## src/pkg/asc_pkg.sv

```systemverilog
// package for the host-side controller of an asynchronous 1M x 4 static memory
package asc_pkg;
  localparam int          CLK_PERIOD_NS = 100;
  localparam int          ADDR_W        = 20;
  localparam int          DATA_W        = 4;
  localparam int          READ_CYC_NS   = 10;
  localparam int          ACCESS_NS     = 10;
  localparam int          WRITE_CYC_NS  = 10;
  localparam int          WRITE_PW_NS   = 10;
  localparam int          HIZ_NS        = 5;
  localparam int          CNT_W         = 4;
  localparam logic [3:0]  READ_CYC_CLK  =
    4'((READ_CYC_NS + CLK_PERIOD_NS - 1) / CLK_PERIOD_NS);
  localparam logic [3:0]  ACCESS_CLK    =
    4'((ACCESS_NS + CLK_PERIOD_NS - 1) / CLK_PERIOD_NS);
  localparam logic [3:0]  WRITE_PW_CLK  =
    4'((WRITE_PW_NS + CLK_PERIOD_NS - 1) / CLK_PERIOD_NS);
  localparam logic [3:0]  WRITE_CYC_CLK =
    4'((WRITE_CYC_NS + CLK_PERIOD_NS - 1) / CLK_PERIOD_NS);
  localparam logic [3:0]  HIZ_CLK       =
    4'((HIZ_NS + CLK_PERIOD_NS - 1) / CLK_PERIOD_NS);
  localparam logic [19:0] ADDR_RST      = 20'h00000;
  localparam logic [3:0]  DATA_RST      = 4'h0;

  typedef enum logic [2:0] {
    ASC_IDLE, ASC_RD_ACC, ASC_RD_DONE, ASC_WR_SETUP, ASC_WR_PULSE, ASC_WR_REC
  } asc_state_e;

  typedef struct packed {
    logic             valid;
    logic             write;
    logic [19:0]      addr;
    logic [3:0]       wdata;
  } asc_req_s;

  typedef struct packed {
    logic [19:0]      word_address;
    logic             cs_n;
    logic             we_n;
    logic             oe_n;
    logic [3:0]       data_out;
    logic [3:0]       data_oe;
  } asc_pins_s;

  typedef struct packed {
    asc_state_e       state;
    logic [3:0]       cnt;
    asc_pins_s        pins;
    logic [3:0]       rdata;
    logic             rvalid;
  } asc_regs_s;
endpackage : asc_pkg

```

## src/hw/asc_ctrl.sv

```systemverilog
// host controller that sequences read and write cycles on an async static memory
`timescale 1ns/1ps
module asc_ctrl (
  input  wire logic            core_clk,
  input  wire logic            nrst,
  input  asc_pkg::asc_req_s    req,
  output logic                 req_ready,
  output logic [3:0]           rd_data,
  output logic                 rd_valid,
  output asc_pkg::asc_pins_s   mem_pins,
  input  wire logic [3:0]      shared_data_lines_in
);
  import asc_pkg::*;

  asc_regs_s   r;
  asc_regs_s   next_r;
  logic        take;
  logic        take_rd;
  logic        take_wr;
  logic        cnt_last;
  logic [3:0]  line_seen;

  // last cycle of a timed phase; at 100 ns every phase is a single cycle
  function automatic logic timer_done(
    input logic [3:0] cnt
  );
    timer_done = (cnt <= 4'h1);
  endfunction : timer_done

  function automatic logic [3:0] timer_step(
    input logic [3:0] cnt
  );
    timer_step = cnt - 4'h1;
  endfunction : timer_step

  // counts loaded on entry to each timed phase
  function automatic logic [3:0] phase_count(
    input asc_state_e s
  );
    case (s)
      ASC_RD_ACC:   phase_count = ACCESS_CLK;
      ASC_RD_DONE:  phase_count = HIZ_CLK;
      ASC_WR_PULSE: phase_count = WRITE_PW_CLK;
      ASC_WR_REC:   phase_count = WRITE_CYC_CLK;
      default:      phase_count = 4'h1;
    endcase
  endfunction : phase_count

  // the only pin set in which the memory drives the shared lines
  function automatic logic mem_reading(
    input asc_pins_s p
  );
    mem_reading = !p.cs_n && !p.oe_n && p.we_n;
  endfunction : mem_reading

  // drivers masked whenever the memory could be driving as well
  function automatic logic [3:0] drive_mask(
    input asc_pins_s p
  );
    drive_mask = mem_reading(p) ? 4'h0 : 4'hF;
  endfunction : drive_mask

  // deselect: strobes high and drivers off; address and data are kept
  function automatic asc_pins_s pins_release(
    input asc_pins_s p
  );
    asc_pins_s q;
    q            = p;
    q.cs_n       = 1'b1;
    q.we_n       = 1'b1;
    q.oe_n       = 1'b1;
    q.data_oe    = 4'h0;
    pins_release = q;
  endfunction : pins_release

  // select with the gate low and the strobe high; drivers stay off
  function automatic asc_pins_s launch_read(
    input asc_pins_s   p,
    input logic [19:0] addr
  );
    asc_pins_s q;
    q              = pins_release(p);
    q.word_address = addr;
    q.cs_n         = 1'b0;
    q.we_n         = 1'b1;
    q.oe_n         = 1'b0;
    launch_read    = q;
  endfunction : launch_read

  // address and data value set with the select; drivers stay off and the gate stays high
  function automatic asc_pins_s launch_write(
    input asc_pins_s   p,
    input logic [19:0] addr,
    input logic [3:0]  data
  );
    asc_pins_s q;
    q              = pins_release(p);
    q.word_address = addr;
    q.data_out     = data;
    q.cs_n         = 1'b0;
    q.oe_n         = 1'b1;
    launch_write   = q;
  endfunction : launch_write

  // strobe and select rise together; data and address stay for the hold
  function automatic asc_pins_s end_write(
    input asc_pins_s p
  );
    asc_pins_s q;
    q         = p;
    q.we_n    = 1'b1;
    q.cs_n    = 1'b1;
    end_write = q;
  endfunction : end_write

  assign req_ready = (r.state == ASC_IDLE);
  assign rd_data   = r.rdata;
  assign rd_valid  = r.rvalid;
  assign mem_pins  = r.pins;

  // a request is taken on the edge where valid meets ready
  assign take     = req.valid && req_ready;
  assign take_rd  = take && !req.write;
  assign take_wr  = take && req.write;
  assign cnt_last = timer_done(r.cnt);

  // a line is taken only while the memory is the one driving it
  for (genvar i = 0; i < DATA_W; i++) begin : g_line
    assign line_seen[i] = (mem_reading(r.pins) && !r.pins.data_oe[i])
                          ? shared_data_lines_in[i] : r.rdata[i];
  end

  always_comb begin
    next_r        = r;
    next_r.rvalid = 1'b0;
    case (r.state)
      ASC_IDLE: begin
        // no refresh and no background traffic; only requests make cycles
        next_r.pins = pins_release(r.pins);
        if (take_rd) begin
          next_r.pins  = launch_read(r.pins, req.addr);
          next_r.cnt   = phase_count(ASC_RD_ACC);
          next_r.state = ASC_RD_ACC;
        end else if (take_wr) begin
          next_r.pins  = launch_write(r.pins, req.addr, req.wdata);
          next_r.state = ASC_WR_SETUP;
        end
      end

      ASC_RD_ACC: begin
        if (!cnt_last) begin
          next_r.cnt = timer_step(r.cnt);
        end else begin
          // sampled after the access time, which also covers the cycle time
          next_r.rdata  = line_seen;
          next_r.rvalid = 1'b1;
          next_r.pins   = pins_release(r.pins);
          next_r.cnt    = phase_count(ASC_RD_DONE);
          next_r.state  = ASC_RD_DONE;
        end
      end

      ASC_RD_DONE: begin
        // memory turn-off waited out before anyone may drive
        if (!cnt_last) begin
          next_r.cnt = timer_step(r.cnt);
        end else begin
          next_r.state = ASC_IDLE;
        end
      end

      ASC_WR_SETUP: begin
        // strobe falls after select and address: the write starts here
        next_r.pins.we_n    = 1'b0;
        // gate high keeps the memory off, so drive with the strobe
        next_r.pins.data_oe = drive_mask(next_r.pins);
        next_r.cnt          = phase_count(ASC_WR_PULSE);
        next_r.state        = ASC_WR_PULSE;
      end

      ASC_WR_PULSE: begin
        next_r.pins.data_oe = drive_mask(r.pins);
        if (!cnt_last) begin
          next_r.cnt = timer_step(r.cnt);
        end else begin
          // one full cycle low is far above either pulse width
          next_r.pins  = end_write(next_r.pins);
          next_r.cnt   = phase_count(ASC_WR_REC);
          next_r.state = ASC_WR_REC;
        end
      end

      ASC_WR_REC: begin
        // data held a cycle past the write end, above the zero hold
        next_r.pins.data_oe = 4'h0;
        if (!cnt_last) begin
          next_r.cnt = timer_step(r.cnt);
        end else begin
          // address free to change now cycle spacing kept
          next_r.state = ASC_IDLE;
        end
      end

      default: begin
        next_r.state = ASC_IDLE;
      end
    endcase
  end

  always_ff @(posedge core_clk or negedge nrst) begin
    if (!nrst) begin
      r.state             <= ASC_IDLE;
      r.cnt               <= 4'h0;
      r.pins.word_address <= ADDR_RST;
      r.pins.cs_n         <= 1'b1;
      r.pins.we_n         <= 1'b1;
      r.pins.oe_n         <= 1'b1;
      r.pins.data_out     <= DATA_RST;
      r.pins.data_oe      <= 4'h0;
      r.rdata             <= DATA_RST;
      r.rvalid            <= 1'b0;
    end else begin
      r <= next_r;
    end
  end
endmodule : asc_ctrl

```

## config.mk

```make
export PLATFORM = sky130hd
export DESIGN_NAME = asc_ctrl
export DESIGN_NICKNAME = d
export VERILOG_FILES = /design/src/pkg/asc_pkg.sv /design/src/hw/asc_ctrl.sv
export SDC_FILE = /design/constraint.sdc
export NUM_CORES = 1
export LEC_CHECK = 0
export BUFFER_PORTS_ARGS = -buffer_cell sky130_fd_sc_hd__clkbuf_2
export CAP_MARGIN = 20
export CORE_ASPECT_RATIO = 1.25
export CORE_MARGIN = 1
export CORE_UTILIZATION = 54
export DETAILED_ROUTE_END_ITERATION = 8
export PLACE_DENSITY = 0.85
export SLEW_MARGIN = 40
export SYNTH_ARGS = -nofsm -noshare
export SYNTH_HDL_FRONTEND = slang
export SYNTH_SLANG_ARGS = --single-unit
```

## constraint.sdc

```tcl
create_clock -name core_clk -period 4.2 [get_ports core_clk]
set_clock_uncertainty 0.05 [all_clocks]
set_input_delay 0.84 -clock core_clk [delete_from_list [all_inputs] [get_ports core_clk]]
set_output_delay 0.84 -clock core_clk [all_outputs]
set_load 0.05 [all_outputs]
```

# After elaboration in Yosys (flattened, before gate mapping)

Index checks and enable logic that the tools add are counted.

Bits in registers: 43
Word-level logic and storage cells: 90

Add/subtract/negate cells: 1
$lt $le $gt $ge: 1
Equal/unequal tests: 11
Mux-type cells: 24
Bitwise gates (word level): 3
Reduce and logical (&&, ||, !) cells: 37

Operators with widths:

| kind                                                   | number |
|---|---|
| case mux 21 bit (3 select lines)                       | 1 |
| 2-to-1 mux 31 bit                                      | 2 |
| AND reduction 3 bit                                    | 8 |
| case mux 4 bit (5 select lines)                        | 1 |
| 2-to-1 mux 16 bit                                      | 1 |
| 2-to-1 mux 4 bit                                       | 4 |
| case mux 4 bit (4 select lines)                        | 1 |
| 2-to-1 mux 3 bit                                       | 5 |
| case mux 3 bit (5 select lines)                        | 1 |
| case mux 5 bit (3 select lines)                        | 1 |
| 2-to-1 mux 11 bit                                      | 1 |
| logical AND 1 bit                                      | 9 |
| AND reduction 4 bit                                    | 2 |
| nonzero test 4 bit                                     | 2 |
| logical NOT 1 bit                                      | 7 |
| equality test 3 x 2 -> 1 bit (second input constant)   | 2 |
| equality test 3 bit (second input constant)            | 2 |
| inequality test 2 bit (second input constant)          | 3 |
| 2-to-1 mux 1 bit                                       | 5 |
| AND reduction 5 bit                                    | 1 |
| nonzero test 5 bit                                     | 1 |
| <= comparator 4 x 1 -> 1 bit (second input constant)   | 1 |
| inequality test 2 x 1 -> 1 bit (second input constant) | 2 |
| case mux 1 bit (4 select lines)                        | 1 |
| other kinds (9)                                        | 13 |

# Logic depth before layout (Yosys ltp)

Depth after elaboration: 7
Depth in mapped cells: 8
Depth with buffers taken out: 7

# Worst setup path after synthesis

Ideal clock, no wire load.

Path type: reg-to-reg
Start point: reg r[41] (netlist bit)
End point: reg r (netlist bit mem_pins[11])
Setup time: 125 ps
Data arrival time: 2,472 ps
Data required time: 4,025 ps
Slack: 1,553 ps
Cell stages (with the launch flop): 5
Path buffers: 1
Period minus slack after synthesis: 2,647 ps
Cells stage by stage: dfrtp_1 -> nor3_1 -> and2_1 -> buf_4 -> mux2_2

Longest elaborated chain between the ends: 5

Ends and longest elaborated chain:

| what                                                                           | RTL line                         | text |
|---|---|---|
| from (decl)                                                                    | asc_ctrl.sv:15                   | `asc_regs_s r;` |
| from (signal assigned)                                                         | asc_ctrl.sv:223                  | `r <= next_r;` |
| logical NOT 3 bit *                                                            | --                               |  |
| via req_ready                                                                  | asc_ctrl.sv:7                    | `output logic req_ready,` |
| logical AND 1 bit                                                              | asc_ctrl.sv:122                  | `assign take = req.valid && req_ready;` |
| logical AND 1 bit (on tied branches)                                           | asc_ctrl.sv:123, asc_ctrl.sv:124 |  |
| 2-to-1 mux 31 bit / nonzero test 2 bit (equally long branches)                 | --                               |  |
| case mux 21 bit (3 select lines) / AND reduction 4 bit (equally long branches) | --                               |  |

The timed path passes the listed nets; every way through them passes the cells marked *. The select of a mux whose other input is x is not followed.
A chain may end at the register's enable or synchronous reset.

# Worst setup path after layout

Start point: reg r[41] (netlist bit)
End point: out req_ready

Longest elaborated chain between the ends: 1

Ends and longest elaborated chain:

| what              | RTL line |
|---|---|
| logical NOT 3 bit | -- |
| to (decl)         | asc_ctrl.sv:7 |

No other way between the ends.

==> key figures <==
Synth
  – Syn Std Cell Area: 2058 um2
  – Post-synthesis cell type count: 40
  – Seq/Total Area, Yosys: 48.81%
  – Async S/R FF share, synth: 100.0%
  – Number of synthesized flops with an enable pin: 0
  – Seq cells post-synth: 40
  – Synthesis warning total: 0
  – Syn avg cell area: 10.72 um2
  – Primary FF master, synth: dfrtp_1
  – Syn nets: 226
  – Cell count after synthesis: 192

Timing
  – Least-Margin Pin Slew: 529.8 ps
  – Tmin final: 2511 ps
  – Hold Violations, Final: 0
  – Setup TNS: 0 ps
  – Max transition margin: 64.68%
  – Final-report max-slew violation count: 0
  – Setup repair after global routing missed its margin: false
  – Final Cycle Share: 59.78%
  – Fmax: 398.3 MHz
  – Final setup viols: 0

Critical path
  – Critical R2R Launch: r[36]$_DFFE_PN0P_
  – R2r setup slk: 1940 ps
  – Critical path class: register to output pin
  – CP arrival: 1620 ps
  – Crit. End Element: output pin
  – Nature of the critical path startpoint: register
  – CP max FO: 16
  – Reg2reg path depth: 7
  – Reg-to-reg critical path endpoint: r[38]$_DFFE_PN0P_
  – WP data required: 3310 ps

Cells and area
  – Antenna Cells: 0
  – Multi-input logic area: 725.7 um2
  – Layout area overhead: 9.605%
  – Share of layout cells above drive strength 1: 45.37%
  – Sequential cell area: 1005 um2
  – Fillers: 287
  – # nets final: 260

Route
  – Met2 wire len: 1854 um
  – Vias/cell: 5.406
  – Antenna Nets Post-Route: 0
  – Max Used Layer: met4
  – Via count: 1,438
  – DR WL/cell: 13.76 um
  – DRT iter0 DRCs: 60
  – Met3 Wirelength: 226 um
  – Routed WL: 3661 um
  – Drt pass-1 iters: 6
  – Met1 Routed Length: 1504 um
  – Post-route DRC: 10

Floorplanning
  – Core Region: 3573 um2
  – Initial Utilization: 57.60%
  – Die X: 57.22 um
  – Die height: 71.03 um
  – Row cnt: 24
  – Die footprint: 4064 um2
  – # IOs: 69

Global routing
  – Number of global-route vias before repair: 1,370
  – Largest net degree at the start of global routing: 41
  – All-Layer GR Usage: 20.46%
  – Grt ovf: 0
  – Initial antenna violation count: 0
  – First-pass GRT wire length: 6299 um

Place
  – Detail Placement HPWL: 2639 um
  – GP Congestion: 0.8797
  – Port buffer count: 68

Status
  – Failing checks: DRC
  – Status: finished with violations

Min path
  – Worst Hold Launch: rd_data[2]$_DFFE_PN0P_
  – Hold Path Stages: 1
  – Hold endpoint: rd_data[2]$_DFFE_PN0P_
  – HP Class: register to register

Clocking
  – CTS tree: done
  – CTS buffer count: 5
  – Clock Sinks: 40
  – Clock latency on the worst-skew pair: 290 ps
  – CTS root buffer: clkbuf_8
  – CTS resizes: 0
  – # H-tree levels: 2
  – Postcts setup bufs: 0
  – CTS clk-pin slew, worst paths: 70 ps
  – Clock buffer depth: 2
  – CTS Hold Buffers Added: 0

Flow run
  – Max cap viols: 0
## state kept, by name, indices dropped and copies added, names as in the netlist
signal / flops
rd_data: 4
rd_valid: 1
mem_pins: 28
r: 7
## how the worst max path moves through the flow
stage | start | end | slack (ps) | cells after the start
2_1_floorplan | r[41]$_DFFE_PN0P_ | mem_pins[11]$_DFFE_PN0P_ | 1550 | 4
3_3_place_gp | req[25] | mem_pins[6]$_DFFE_PN0P_ | 1810 | 5
3_5_place_dp | r[36]$_DFFE_PN0P_ | r[38]$_DFFE_PN0P_ | 1970 | 7
4_1_cts | r[41]$_DFFE_PN0P_ | req_ready | 1690 | 2
5_1_grt | r[41]$_DFFE_PN0P_ | req_ready | 1570 | 2
6_report | r[41]$_DFFE_PN0P_ | req_ready | 1690 | 2
## metal layers
metal  track usage (%)  vias to the layer above
li1                  -                      691
met1             25.27                      676
met2             32.68                       64
met3             5.667                        7
met4             10.57                        0
met5                 0                        -
## synth_stat cells (2+ instances only)
cell type | count | area (um2)
a21oi_1 | 6 | 30.03
a31oi_1 | 2 | 12.51
buf_2 | 2 | 10.01
buf_4 | 37 | 277.8
dfrtp_1 | 37 | 925.9
dfstp_2 | 3 | 78.83
ha_1 | 2 | 25.02
inv_1 | 7 | 26.28
mux2_1 | 4 | 45.04
mux2_2 | 20 | 225.2
nand2_1 | 23 | 86.33
nand3_1 | 4 | 20.02
nor2_1 | 8 | 30.03
o211ai_1 | 2 | 15.01
o21ai_0 | 9 | 45.04
o221ai_1 | 2 | 17.52
## stage by stage
step | hold WS, ps | utilization, % | area, um2 | worst slack, ps | std cells
2_1_floorplan | 401.0 | - | 2058 | 1553 | 192
3_3_place_gp | 419.6 | 60.01 | 2145 | 1807 | 258
3_5_place_dp | 423.5 | 60.12 | 2148 | 1972 | 258
4_1_cts | 439.9 | 63.13 | 2256 | 1690 | 266
5_1_grt | 467.6 | 63.13 | 2256 | 1574 | 266
6_report | 434.9 | 63.13 | 2256 | 1689 | 266
## layout by cell type, fill, tap and decap left out, types with 2 or more instances in the layout
cell type  netlist  layout
nand3_1          4       4
inv_1            7       7
mux2_1           4       4
a21oi_1          6       6
o21ai_0          9       9
mux2_2          20      20
a31oi_1          2       2
clkbuf_8         0       5
nor2_1           8       8
ha_1             2       2
o221ai_1         2       2
o211ai_1         2       2
nand2_1         23      23
dfrtp_1         37      37
dfstp_2          3       3
clkbuf_2         0      67
## final cells by class
cell class | instances | share of cell area (%)
Clock buffer | 6 | 3.217
Clock inverter | 2 | 1.553
Sequential cell | 40 | 44.54
Tap cell | 39 | 2.163
Multi-Input combinational cell | 104 | 32.17
Timing Repair Buffer | 68 | 15.20
Inverter | 7 | 1.165
## cells by family (layout without fill, tap and decap cells)
| group | count (synthesis) | after routing | synth area share [%] |
|---|---|---|---|
| muxes | 24 | 24 | 13.13 |
| and+or+nand+nor | 46 | 46 | 10.58 |
| DFF | 40 | 40 | 48.81 |
| AOI/OAI and AO/OA | 31 | 31 | 9.727 |
| adders and majority gates | 3 | 3 | 1.763 |
| buffers and inverters | 48 | 83 | 15.99 |
## worst max-delay path, cell delays in order (launching register included)
cell,delay [ps]
dfrtp_1,550
nor3_1,430
clkbuf_2,360
Power is not shown: default switching activity piles up to over one toggle a cycle in this logic, so the estimate is an artifact.
